File: src/isa_expansion_params.svh
// constants for the expansion bus cycle controller
// assumes: included by bare name by every design file that needs offsets
`ifndef ISA_EXPANSION_PARAMS_SVH
`define ISA_EXPANSION_PARAMS_SVH
// register indices as printed, byte address four times the index; the last two are byte addresses
`define REG_IDX_CLOCK_GEN_MODE 10'h001
`define REG_IDX_EXP_BUS_MODE   10'h034
`define REG_ADDR_PIN_CONFIG    12'h100
`define REG_ADDR_CYCLE_STATUS  12'h104
// reset values
`define CGM_RESET        8'h22
`define EBM_RESET        8'h00
`define PIN_CONFIG_RESET 6'h00
// field positions
`define BUS_CLOCK_DIVIDER_SELECT_LSB   0
`define BUS_CLOCK_DIVIDER_SELECT_MSB   1
`define OSCILLATOR_DIVIDER_SELECT_LSB 5
`define OSCILLATOR_DIVIDER_SELECT_MSB 6
`define BUS_CLOCK_MODE_SELECT_LSB 6
`define BUS_CLOCK_MODE_SELECT_MSB 7
// divider encodings and resulting divisors
`define BUS_CLOCK_DIVIDER_SELECT_BY4 2'h0
`define BUS_CLOCK_DIVIDER_SELECT_BY3 2'h1
`define BUS_CLOCK_DIVIDER_SELECT_BY2 2'h2
`define DIV_FOUR  3'h4
`define DIV_THREE 3'h3
`define DIV_TWO   3'h2
// longest wait for bus clock phase in sync mode, processor clocks
`define SYNC_WAIT_MAX 4
`endif

File: src/isa_expansion_pkg.sv
// types shared by the expansion cycle controller and its helpers
// assumes: nothing beyond a SystemVerilog compiler
package isa_expansion_pkg;
  typedef enum logic [1:0] {
    CLK_STOP = 2'b00, CLK_SYNC = 2'b01, CLK_STRETCH = 2'b10, CLK_RSVD = 2'b11
  } bus_clock_mode_e;
  typedef enum logic [1:0] {
    TGT_RAM = 2'b00, TGT_ROM = 2'b01, TGT_PCCARD = 2'b10, TGT_ISA = 2'b11
  } target_e;
  typedef enum logic [2:0] {
    ST_IDLE = 3'b000, ST_ALIGN = 3'b001, ST_ADDR = 3'b010,
    ST_CMD = 3'b011, ST_END = 3'b100
  } cycle_state_e;
  typedef struct packed {
    logic        valid;
    target_e     target;
    logic        is_io;
    logic        write;
    logic        wide;
    logic [19:0] addr;
    logic [15:0] wdata;
  } isa_req_s;
  typedef struct packed {
    logic        done;
    logic [15:0] rdata;
  } isa_rsp_s;
  typedef struct packed {
    logic rom_oe_en;
    logic pccard_gpio_en;
    logic busclk_out_en;
    logic bhe_out_en;
    logic mem_wide_en;
    logic io_wide_en;
  } pin_cfg_s;
  typedef struct packed {
    logic active;
    logic is_io;
    logic is_pccard;
    logic write;
  } cmd_s;
endpackage

File: src/bus_clock_gen.sv
// expansion bus clock divider with stop, sync and stretch modes
// assumes: pclk is the processor clock; start_req held until aligned
`timescale 1ns/100ps
`include "isa_expansion_params.svh"
module bus_clock_gen import isa_expansion_pkg::*; (
  // clock and reset
  input  wire logic            pclk,
  input  wire logic            presetn,
  // control
  input  wire logic [2:0]      div,
  input  wire bus_clock_mode_e mode,
  input  wire logic            run,
  input  wire logic            start_req,
  // outputs
  output logic                 aligned,
  output logic                 tick,
  output logic                 bus_clk
);
  logic [2:0] cnt;
  logic [2:0] next_cnt;
  logic       next_clk;
  logic       next_tick;
  logic       wrap;
  logic       active;

  always_comb begin
    // >= recovers at once when the divisor shrinks while counting
    wrap    = (cnt >= div - 3'h1);
    // sync waits for the phase; stop and stretch restart on demand
    aligned = start_req && ((mode != CLK_SYNC) || wrap);
    active  = (mode != CLK_STOP) || run || aligned;
    if (aligned) begin
      next_cnt = 3'h0;
    end else if (!active) begin
      next_cnt = 3'h0;
    end else begin
      next_cnt = wrap ? 3'h0 : cnt + 3'h1;
    end
    // low time is the longer half on an odd divisor
    next_clk  = active && (next_cnt < (div >> 1));
    next_tick = active && (next_cnt == 3'h0);
  end

  always_ff @(posedge pclk or negedge presetn) begin
    if (!presetn) begin
      cnt     <= 3'h0;
      bus_clk <= 1'b0;
      tick    <= 1'b0;
    end else begin
      cnt     <= next_cnt;
      bus_clk <= next_clk;
      tick    <= next_tick;
    end
  end
endmodule // bus_clock_gen

File: src/strobe_router.sv
// routes the active command onto dedicated and pc card strobe pins
// assumes: cmd changes only on processor clock edges
`timescale 1ns/100ps
module strobe_router import isa_expansion_pkg::*; (
  // clock and reset
  input  wire logic     pclk,
  input  wire logic     presetn,
  // command source
  input  wire cmd_s     cmd,
  input  wire pin_cfg_s cfg,
  input  wire logic     slot_powered,
  input  wire logic     mc_ram_active,
  input  wire logic     mc_rom_read,
  input  wire logic     rom_chip_enable_zero,
  input  wire logic     rom_chip_enable_one,
  // strobes, active low; pccard_strobe_oe is active high
  output logic          io_read_strobe_n,
  output logic          io_write_strobe_n,
  output logic          mem_read_strobe_n,
  output logic          mem_write_strobe_n,
  output logic          pccard_oe_n,
  output logic          pccard_we_n,
  output logic          pccard_strobe_oe
);
  logic mem_cyc;
  logic card_gpio;
  logic rom_oe;
  logic next_ior, next_iow, next_mr, next_mw, next_cr, next_cw, next_coe;

  always_comb begin
    card_gpio = cmd.is_pccard && cfg.pccard_gpio_en;
    mem_cyc   = cmd.active && !cmd.is_io && !card_gpio && !mc_ram_active;
    rom_oe    = cfg.rom_oe_en && mc_rom_read
                && (rom_chip_enable_zero || rom_chip_enable_one);
    next_ior  = !(cmd.active && cmd.is_io && !cmd.write);
    next_iow  = !(cmd.active && cmd.is_io && cmd.write);
    next_mr   = !((mem_cyc && !cmd.write) || (rom_oe && !mc_ram_active));
    next_mw   = !(mem_cyc && cmd.write);
    next_cr   = !(cmd.active && card_gpio && !cmd.write);
    next_cw   = !(cmd.active && card_gpio && cmd.write);
    // unpowered slot sees no drive at all
    next_coe  = cfg.pccard_gpio_en && slot_powered;
  end

  always_ff @(posedge pclk or negedge presetn) begin
    if (!presetn) begin
      io_read_strobe_n   <= 1'b1;
      io_write_strobe_n  <= 1'b1;
      mem_read_strobe_n  <= 1'b1;
      mem_write_strobe_n <= 1'b1;
      pccard_oe_n        <= 1'b1;
      pccard_we_n        <= 1'b1;
      pccard_strobe_oe   <= 1'b0;
    end else begin
      io_read_strobe_n   <= next_ior;
      io_write_strobe_n  <= next_iow;
      mem_read_strobe_n  <= next_mr;
      mem_write_strobe_n <= next_mw;
      pccard_oe_n        <= next_cr;
      pccard_we_n        <= next_cw;
      pccard_strobe_oe   <= next_coe;
    end
  end
endmodule // strobe_router

File: src/isa_expansion_cycle_control.sv
// expansion bus cycle controller: apb registers and cycle sequencer
// assumes: pclk is the processor clock; memory controller owns ram/rom
//
// Chosen here: register access over APB.
`timescale 1ns/100ps
`include "isa_expansion_params.svh"
module isa_expansion_cycle_control import isa_expansion_pkg::*; #(
  parameter int CMD_TICKS = 2,
  parameter int PADDR_W   = 12
) (
  // clock and reset
  input  wire logic               pclk,
  input  wire logic               presetn,
  // apb slave
  input  wire logic [PADDR_W-1:0] paddr,
  input  wire logic               psel,
  input  wire logic               penable,
  input  wire logic               pwrite,
  input  wire logic [31:0]        pwdata,
  output logic [31:0]             prdata,
  output logic                    pready,
  output logic                    pslverr,
  // processor request and answer
  input  wire isa_req_s           req,
  output logic                    req_ready,
  output isa_rsp_s                rsp,
  // memory controller status
  input  wire logic               mc_ram_active,
  input  wire logic               mc_rom_read,
  input  wire logic               rom_chip_enable_zero,
  input  wire logic               rom_chip_enable_one,
  // expansion bus address and data
  output logic [19:0]             bus_addr,
  output logic [15:0]             bus_data_out,
  output logic                    bus_data_oe,
  input  wire logic [15:0]        bus_data_in,
  input  wire logic               channel_ready,
  input  wire logic               io_wide_select_n,
  input  wire logic               mem_wide_select_n,
  // command strobes
  output logic                    io_read_strobe_n,
  output logic                    io_write_strobe_n,
  output logic                    mem_read_strobe_n,
  output logic                    mem_write_strobe_n,
  // gpio functions
  output logic                    high_byte_enable_n,
  output logic                    high_byte_enable_oe,
  output logic                    expansion_bus_clock,
  output logic                    bus_clock_gpio_oe,
  input  wire logic               slot_powered,
  output logic                    pccard_oe_n,
  output logic                    pccard_we_n,
  output logic                    pccard_strobe_oe,
  // clock generator control toward the oscillator divider
  output logic [1:0]              oscillator_divider_select
);
  // ----------------------------------------------------------------
  // parameter checks
  // ----------------------------------------------------------------
  if (CMD_TICKS < 1 || CMD_TICKS > 7) begin : g_bad_cmd_ticks
    $error("CMD_TICKS must lie between 1 and 7");
  end
  if (PADDR_W < 12) begin : g_bad_paddr_w
    $error("PADDR_W must be at least 12");
  end

  localparam logic [2:0] CMD_LAST = 3'(CMD_TICKS - 1);

  // ----------------------------------------------------------------
  // helpers
  // ----------------------------------------------------------------
  function automatic logic [PADDR_W-1:0] idx_addr(input logic [9:0] idx);
    idx_addr = PADDR_W'({idx, 2'b00});
  endfunction

  function automatic logic [2:0] bus_divisor(input logic [1:0] sel);
    case (sel)
      `BUS_CLOCK_DIVIDER_SELECT_BY4: bus_divisor = `DIV_FOUR;
      `BUS_CLOCK_DIVIDER_SELECT_BY3: bus_divisor = `DIV_THREE;
      `BUS_CLOCK_DIVIDER_SELECT_BY2: bus_divisor = `DIV_TWO;
      default:   bus_divisor = `DIV_TWO; // reserved setting, kept safe
    endcase
  endfunction

  // ----------------------------------------------------------------
  // registers
  // ----------------------------------------------------------------
  logic [7:0]      clock_generator_mode;
  logic [7:0]      expansion_bus_mode;
  pin_cfg_s        pin_config;
  logic [7:0]      next_cgm;
  logic [7:0]      next_ebm;
  pin_cfg_s        next_pin;
  logic [31:0]     next_prdata;
  logic            next_pslverr;
  logic [31:0]     status_word;
  logic            setup;
  logic            wr_en;
  bus_clock_mode_e bus_clock_mode_select;
  logic [1:0]      bus_clock_divider_select;

  assign bus_clock_divider_select =
    clock_generator_mode[`BUS_CLOCK_DIVIDER_SELECT_MSB:`BUS_CLOCK_DIVIDER_SELECT_LSB];
  assign oscillator_divider_select =
    clock_generator_mode[`OSCILLATOR_DIVIDER_SELECT_MSB:`OSCILLATOR_DIVIDER_SELECT_LSB];
  assign bus_clock_mode_select = bus_clock_mode_e'(
    expansion_bus_mode[`BUS_CLOCK_MODE_SELECT_MSB:`BUS_CLOCK_MODE_SELECT_LSB]);

  assign pready = 1'b1;
  assign setup  = psel && !penable;
  assign wr_en  = psel && penable && pwrite;

  always_comb begin
    next_cgm     = clock_generator_mode;
    next_ebm     = expansion_bus_mode;
    next_pin     = pin_config;
    next_prdata  = prdata;
    next_pslverr = pslverr;
    if (setup) begin
      next_pslverr = 1'b0;
      next_prdata  = 32'h0000_0000;
      if (paddr == idx_addr(`REG_IDX_CLOCK_GEN_MODE)) begin
        next_prdata = {24'h00_0000, clock_generator_mode};
      end else if (paddr == idx_addr(`REG_IDX_EXP_BUS_MODE)) begin
        next_prdata = {24'h00_0000, expansion_bus_mode};
      end else if (paddr == `REG_ADDR_PIN_CONFIG) begin
        next_prdata = {26'h000_0000, pin_config};
      end else if (paddr == `REG_ADDR_CYCLE_STATUS) begin
        next_prdata = status_word;
      end else begin
        next_pslverr = 1'b1;
      end
    end
    if (wr_en) begin
      if (paddr == idx_addr(`REG_IDX_CLOCK_GEN_MODE)) begin
        next_cgm = pwdata[7:0];
      end else if (paddr == idx_addr(`REG_IDX_EXP_BUS_MODE)) begin
        next_ebm = pwdata[7:0];
      end else if (paddr == `REG_ADDR_PIN_CONFIG) begin
        next_pin = pin_cfg_s'(pwdata[5:0]);
      end
    end
  end

  always_ff @(posedge pclk or negedge presetn) begin
    if (!presetn) begin
      clock_generator_mode <= `CGM_RESET;
      expansion_bus_mode   <= `EBM_RESET;
      pin_config           <= `PIN_CONFIG_RESET;
      prdata               <= 32'h0000_0000;
      pslverr              <= 1'b0;
    end else begin
      clock_generator_mode <= next_cgm;
      expansion_bus_mode   <= next_ebm;
      pin_config           <= next_pin;
      prdata               <= next_prdata;
      pslverr              <= next_pslverr;
    end
  end

  // ----------------------------------------------------------------
  // bus clock
  // ----------------------------------------------------------------
  cycle_state_e state;
  cycle_state_e next_state;
  logic         start_req;
  logic         aligned;
  logic         tick;
  logic         bus_clk;
  logic         run;

  assign start_req = (state == ST_ALIGN);
  assign run       = (state == ST_ADDR) || (state == ST_CMD) || (state == ST_END);

  bus_clock_gen u_clk (
    .pclk      (pclk),
    .presetn   (presetn),
    .div       (bus_divisor(bus_clock_divider_select)),
    .mode      (bus_clock_mode_select),
    .run       (run),
    .start_req (start_req),
    .aligned   (aligned),
    .tick      (tick),
    .bus_clk   (bus_clk)
  );

  assign expansion_bus_clock = bus_clk;
  assign bus_clock_gpio_oe   = pin_config.busclk_out_en;

  // ----------------------------------------------------------------
  // cycle sequencer
  // ----------------------------------------------------------------
  isa_req_s    req_q,      next_req_q;
  logic [2:0]  tcnt,       next_tcnt;
  logic        odd_phase,  next_odd_phase;
  logic        split,      next_split;
  logic        wide_go,    next_wide_go;
  logic [15:0] rdata_q,    next_rdata_q;
  logic        done_q,     next_done_q;
  logic [19:0] next_addr;
  logic [15:0] next_dout;
  logic        next_doe;
  logic        next_bhe_n;
  logic [15:0] cycle_count, next_cycle_count;
  logic        take;
  logic        wide_back;

  // expansion targets only; ram and rom stay with the memory controller
  assign take      = req.valid && (state == ST_IDLE)
                     && (req.target == TGT_ISA || req.target == TGT_PCCARD);
  assign req_ready = (state == ST_IDLE);
  // an input that is not enabled on a gpio never counts as returned
  assign wide_back = req_q.is_io ? (pin_config.io_wide_en && !io_wide_select_n)
                                 : (pin_config.mem_wide_en && !mem_wide_select_n);

  always_comb begin
    next_state       = state;
    next_req_q       = req_q;
    next_tcnt        = tcnt;
    next_odd_phase   = odd_phase;
    next_split       = split;
    next_wide_go     = wide_go;
    next_rdata_q     = rdata_q;
    next_done_q      = 1'b0;
    next_addr        = bus_addr;
    next_dout        = bus_data_out;
    next_doe         = bus_data_oe;
    next_bhe_n       = high_byte_enable_n;
    next_cycle_count = cycle_count;
    case (state)
      ST_IDLE: begin
        if (take) begin
          next_req_q     = req;
          next_odd_phase = 1'b0;
          next_split     = 1'b0;
          next_wide_go   = 1'b0;
          next_state     = ST_ALIGN;
        end
      end
      ST_ALIGN: begin
        if (aligned) begin
          next_tcnt  = 3'h0;
          // a split starts on the even byte of the word
          next_addr  = {req_q.addr[19:1], req_q.wide ? 1'b0 : req_q.addr[0]};
          next_bhe_n = !(req_q.wide || req_q.addr[0]);
          next_dout  = req_q.wdata;
          next_doe   = req_q.write;
          next_state = ST_ADDR;
        end
      end
      ST_ADDR: begin
        if (tick) begin
          if (tcnt == 3'h0) begin
            next_tcnt = 3'h1;
          end else begin
            next_tcnt = 3'h0;
            if (req_q.wide && !odd_phase) begin
              next_wide_go = wide_back;
              next_split   = !wide_back;
            end
            next_state = ST_CMD;
          end
        end
      end
      ST_CMD: begin
        if (tick) begin
          if (tcnt >= CMD_LAST && channel_ready) begin
            if (wide_go) begin
              next_rdata_q = bus_data_in;
            end else if (odd_phase) begin
              next_rdata_q = {bus_data_in[7:0], rdata_q[7:0]};
            end else if (req_q.wide) begin
              next_rdata_q = {rdata_q[15:8], bus_data_in[7:0]};
            end else begin
              next_rdata_q = {8'h00, bus_data_in[7:0]};
            end
            next_state = ST_END;
          end else if (tcnt < CMD_LAST) begin
            next_tcnt = tcnt + 3'h1;
          end
        end
      end
      ST_END: begin
        if (tick) begin
          next_tcnt        = 3'h0;
          next_cycle_count = cycle_count + 16'h0001;
          if (split && !odd_phase) begin
            // second byte cycle goes to the odd address, low lane
            next_odd_phase = 1'b1;
            next_addr      = {req_q.addr[19:1], 1'b1};
            next_bhe_n     = 1'b0;
            next_dout      = {req_q.wdata[15:8], req_q.wdata[15:8]};
            next_state     = ST_ADDR;
          end else begin
            next_doe    = 1'b0;
            next_done_q = 1'b1;
            next_state  = ST_IDLE;
          end
        end
      end
      default: begin
        next_state = ST_IDLE;
      end
    endcase
  end

  always_ff @(posedge pclk or negedge presetn) begin
    if (!presetn) begin
      state              <= ST_IDLE;
      req_q              <= '0;
      tcnt               <= 3'h0;
      odd_phase          <= 1'b0;
      split              <= 1'b0;
      wide_go            <= 1'b0;
      rdata_q            <= 16'h0000;
      done_q             <= 1'b0;
      bus_addr           <= 20'h0_0000;
      bus_data_out       <= 16'h0000;
      bus_data_oe        <= 1'b0;
      high_byte_enable_n <= 1'b1;
      cycle_count        <= 16'h0000;
    end else begin
      state              <= next_state;
      req_q              <= next_req_q;
      tcnt               <= next_tcnt;
      odd_phase          <= next_odd_phase;
      split              <= next_split;
      wide_go            <= next_wide_go;
      rdata_q            <= next_rdata_q;
      done_q             <= next_done_q;
      bus_addr           <= next_addr;
      bus_data_out       <= next_dout;
      bus_data_oe        <= next_doe;
      high_byte_enable_n <= next_bhe_n;
      cycle_count        <= next_cycle_count;
    end
  end

  assign rsp.done            = done_q;
  assign rsp.rdata           = rdata_q;
  assign high_byte_enable_oe = pin_config.bhe_out_en;
  assign status_word = {cycle_count, 8'h00, 2'b00, wide_go, split,
                        odd_phase, state};

  // ----------------------------------------------------------------
  // strobes
  // ----------------------------------------------------------------
  cmd_s cmd;

  always_comb begin
    cmd.active    = (state == ST_CMD);
    cmd.is_io     = req_q.is_io;
    cmd.is_pccard = (req_q.target == TGT_PCCARD);
    cmd.write     = req_q.write;
  end

  strobe_router u_strobe (
    .pclk                 (pclk),
    .presetn              (presetn),
    .cmd                  (cmd),
    .cfg                  (pin_config),
    .slot_powered         (slot_powered),
    .mc_ram_active        (mc_ram_active),
    .mc_rom_read          (mc_rom_read),
    .rom_chip_enable_zero (rom_chip_enable_zero),
    .rom_chip_enable_one  (rom_chip_enable_one),
    .io_read_strobe_n     (io_read_strobe_n),
    .io_write_strobe_n    (io_write_strobe_n),
    .mem_read_strobe_n    (mem_read_strobe_n),
    .mem_write_strobe_n   (mem_write_strobe_n),
    .pccard_oe_n          (pccard_oe_n),
    .pccard_we_n          (pccard_we_n),
    .pccard_strobe_oe     (pccard_strobe_oe)
  );
endmodule // isa_expansion_cycle_control

File: config.mk
export PLATFORM = sky130hd
export DESIGN_NAME = isa_expansion_cycle_control
export DESIGN_NICKNAME = d
export VERILOG_FILES = /design/src/isa_expansion_pkg.sv /design/src/bus_clock_gen.sv /design/src/strobe_router.sv /design/src/isa_expansion_cycle_control.sv
export VERILOG_INCLUDE_DIRS = /design/src /design/src/src
export SDC_FILE = /design/constraint.sdc
export NUM_CORES = 1
export LEC_CHECK = 0
export BUFFER_PORTS_ARGS = -buffer_cell sky130_fd_sc_hd__buf_2
export CORE_MARGIN = 10
export CORE_UTILIZATION = 50
export DETAILED_ROUTE_END_ITERATION = 10
export HOLD_SLACK_MARGIN = 0.15
export MAX_ROUTING_LAYER = met4
export PLACE_DENSITY = 0.77
export SLEW_MARGIN = 20
export SYNTH_ARGS = -nofsm -noshare
export SYNTH_HDL_FRONTEND = slang
export SYNTH_SLANG_ARGS = --single-unit
File: constraint.sdc
create_clock -name pclk -period 3.1 [get_ports pclk]
set_clock_uncertainty 0.2 [all_clocks]
set_input_delay 0.155 -clock pclk [delete_from_list [all_inputs] [get_ports pclk]]
set_output_delay 0.155 -clock pclk [all_outputs]
set_load 0.02 [all_outputs]
==> flow_summary.json <==
{
  "outcome": "finished, final reports clean",
  "drt_iter0_drc": 257,
  "critical_path_at_ns": 3.05,
  "combinational_family_with_the_most_area_after_synthesis": "multiplexers",
  "ys_top_cells_by_area": "dfrtp_1 55%, mux2_2 18%, dfstp_2 3.0%",
  "worst_r2r_path_depth": 7,
  "detail_route.drc_violations": 0,
  "numCtsBuffers": 17,
  "cp-start-kind": "input pin",
  "cts.sink_count": 180,
  "synthToLayoutAreaGrowth_pct": 34.72,
  "synth_compound_gate_area_share_pct": 8.030,
  "grt_setup_unrepaired": "false",
  "dr.pass1.iters": 5,
  "floorplan.die.width_um": 145.2,
  "ys.warnings.count": 0,
  "grt_start_max_net_pins": 80,
  "post_synthesis_cell_type_with_the_largest_combined_area": "dfrtp_1",
  "synth_flop_cell": "dfrtp_1",
  "combinationalPowerShare_pct": 33.2,
  "p_sw_share_pct": 33.59,
  "core_region_area_mm2": 0.01526,
  "cts.reportedPaths.clkPinSlew_ns": 0.07,
  "leakagePower_nw": 5.124,
  "globalRouteOverflowTotal": 0,
  "netlist-cell-type-count": 59,
  "detailroute.via_count": 6092,
  "setup_violations": 0,
  "syn_avg_cell_area_um2": 12.93,
  "worst-setup-path-type": "in -> reg",
  "period_minus_slack_ns": 2.941,
  "route.detailed.vias_per_inst": 5.478,
  "critPathMaxFanout": 7,
  "power_frac_clock_pct": 25.1,
  "p_int_w": 0.005571,
  "basic_gate_share_of_the_synthesized_area_counting_and_or_nand_and_nor_cells_pct": 9.770,
  "yosys-mux-area-fraction_pct": 18.52,
  "vias_in_the_first_global_route": 6700,
  "wl_cell_um": 19.80,
  "dpl_wire_length_um": 14540,
  "reg2reg_to": "bus_data_out[2]",
  "height_of_the_die_um": 145.2,
  "num-nets-final": 1011,
  "postSynthCellCount": 606,
  "post_synth_top_area_share_pct": 54.60,
  "port_buffers": 183,
  "postRouteWirelength_um": 22020,
  "instances_no_fill": 1112,
  "most-common-layout-cells": "182 x buf_2, 171 x dfrtp_1, 128 x mux2_2",
  "synth_area_in_xor_xnor_pct": 1.788,
  "clock_latency_ns": 0.42,
  "syn_area_mm2": 0.007838,
  "regToRegSetupSlack_ns": 0.35,
  "synth.ff_latch_count": 180,
  "power_switching_w": 0.002818,
  "grt_antenna_before_repair": 1,
  "initial_utilization_pct": 51.37,
  "clk_path_buf_depth": 2,
  "placed_cells_incl_taps": 987,
  "hold_path.class": "in -> async",
  "worst_setup_path_end_kind": "flip-flop",
  "max_transition_viols_final": 0,
  "final.period_utilization_pct": 94.88,
  "root_buffer": "clkbuf_16",
  "mostFrequentLayoutCell": "buf_2",
  "final_layout_size_suffix_gt1_share_pct": 42.00,
  "max-cap-violations": 0,
  "worst_slew_pin_slew_ns": 0.8425,
  "worst_voltage_drop_across_the_vdd_grid_mv": 0.5790,
  "hold_viol_final": 0,
  "synth_edf_count": 0,
  "share_seq_of_total_power_pct": 41.7,
  "async_reset_ff_share_pct": 100.0,
  "io-pin-count": 217,
  "fp.dieArea_mm2": 0.02108,
  "timing.max_slew.rel_slack_pct": 43.72,
  "tns_ns": 0,
  "clock_tree.htree_level_count": 4,
  "post_synth_adder_cell_area_pct": 1.277,
  "grt_usage_pct": 21.23,
  "cellPowerDensity_mw_per_mm2": 794.5,
  "tritoncts": "yes",
  "timing.fmax_mhz": 340.0,
  "reg2reg_from": "clock_generator_mode[1]",
  "finalWeightedCongestion": 0.8671,
  "cts.repair_timing.setup_buffer_count": 0,
  "floorplan.rows": 45,
  "crit_required_ns": 3.21,
  "synth_seq_area_share_pct": 57.61,
  "grt_first_pass_wirelength_um": 35640,
  "ant_nets": 0
}
-- routing by layer --
layer | wire length (um) | track usage [%] | part of all wire [%] | vias to the layer above
met1 | 9240 | 24.85 | 42 | 3072
li1 | - | - | - | 2742
met2 | 10830 | 35.10 | 49 | 253
met4 | 316 | 5.814 | 1.4 | 0
met5 | 0 | - | 0 | -
met3 | 1625 | 6.116 | 7.4 | 25
-- cell usage after synthesis, drive strengths merged (2+ instances only) --
cell and count:
dfrtp 171, mux2 128, nand2 35, nor2 26, a22o 25, buf 22, clkbuf 15, a21oi 13
o21ai 13, nand2b 11, inv 10, nand3 10, nor3 10, dfstp 9, xnor2 9, and3 8
ha 8, o41ai 7, xor2 7, nor2b 6, a211oi 5, nand4 5, nor3b 5, nor4 5
a21o 4, or4 4, and2 3, or4b 3, a2bb2oi 2, conb 2, o211ai 2, o31a 2
or3 2, or3b 2
-- registers in the layout, indices dropped and copies added (netlist names), 8 cells and up --
name,cells
prdata,24
clock_generator_mode,8
rdata_q,16
expansion_bus_mode,8
bus_addr,20
cycle_count,16
req_q,39
bus_data_out,16
-- worst max-delay path by stage --
| stage | endpoint | start | cells past startpoint |
|---|---|---|---|
| 2_1_floorplan | bus_addr[14] | clock_generator_mode[1] | 7 |
| 3_3_place_gp | bus_data_out[8] | clock_generator_mode[1] | 6 |
| 3_5_place_dp | bus_addr[15] | u_clk.cnt[1] | 6 |
| 4_1_cts | prdata[0] | paddr[4] | 7 |
| 5_1_grt | prdata[4] | paddr[4] | 7 |
| 6_report | prdata[0] | paddr[4] | 7 |
-- stage by stage --
step	worst slack [ns]	hold slack [ns]	cell area, um2	utilization (%)	power (W)
after floorplan	0.6733	-0.3406	7864	-	0.005198
after detailed placement	0.3668	0.04362	9046	59.29	0.006169
after global placement	0.3347	0.02701	9019	59.11	0.005991
final	0.1587	0.1266	10560	69.20	0.008389
after CTS	0.1102	0.1557	10550	69.13	0.008376
after global routing	0.07815	0.1755	10560	69.20	0.008845
-- logic make-up after synthesis --
kind of cell	after synthesis
DFF	180
and+or+nand+nor	141
muxes	129
AOI/OAI and AO/OA	83
buffers and inverters	47
xor gates and xnor gates	16
adders and majority gates	8
other	2
-- worst max-delay path, cell delays in order --
cell and delay [ns]:
buf_2 0.11, dlygate4sd3_1 0.58, or4b_2 0.72, a211oi_4 0.43, dlygate4sd3_1 0.65, a21oi_1 0.05, o41ai_1 0.35
-- timing repair --
item / CTS / global route
endpoints found under the setup margin: 0 / 1
hold endpoints to repair: 253 / 0
hold buffers: 93 / 0
resized for setup: 0 / 1
-- power groups by stage --
stage	clock, W	sequential, W	combinational [W]
after floorplan	0	0.00382	0.00137
after global placement	0	0.00344	0.00255
after detailed placement	0	0.00350	0.00267
after CTS	0.00212	0.00347	0.00278
after global routing	0.00224	0.00358	0.00302
final	0.00210	0.00350	0.00279
-- final cells by class --
class                           instances  area (um2)
Tap cell                              211       264.0
Fill cell                            1062        4700
Timing Repair Buffer                  293        2026
Clock buffer                           23       467.9
Sequential cell                       180        4516
Antenna cell                            1       2.502
Multi-Input combinational cell        386        3142
Clock inverter                          8       103.9
Inverter                               10       37.54
(Power assumes the default switching activity.)
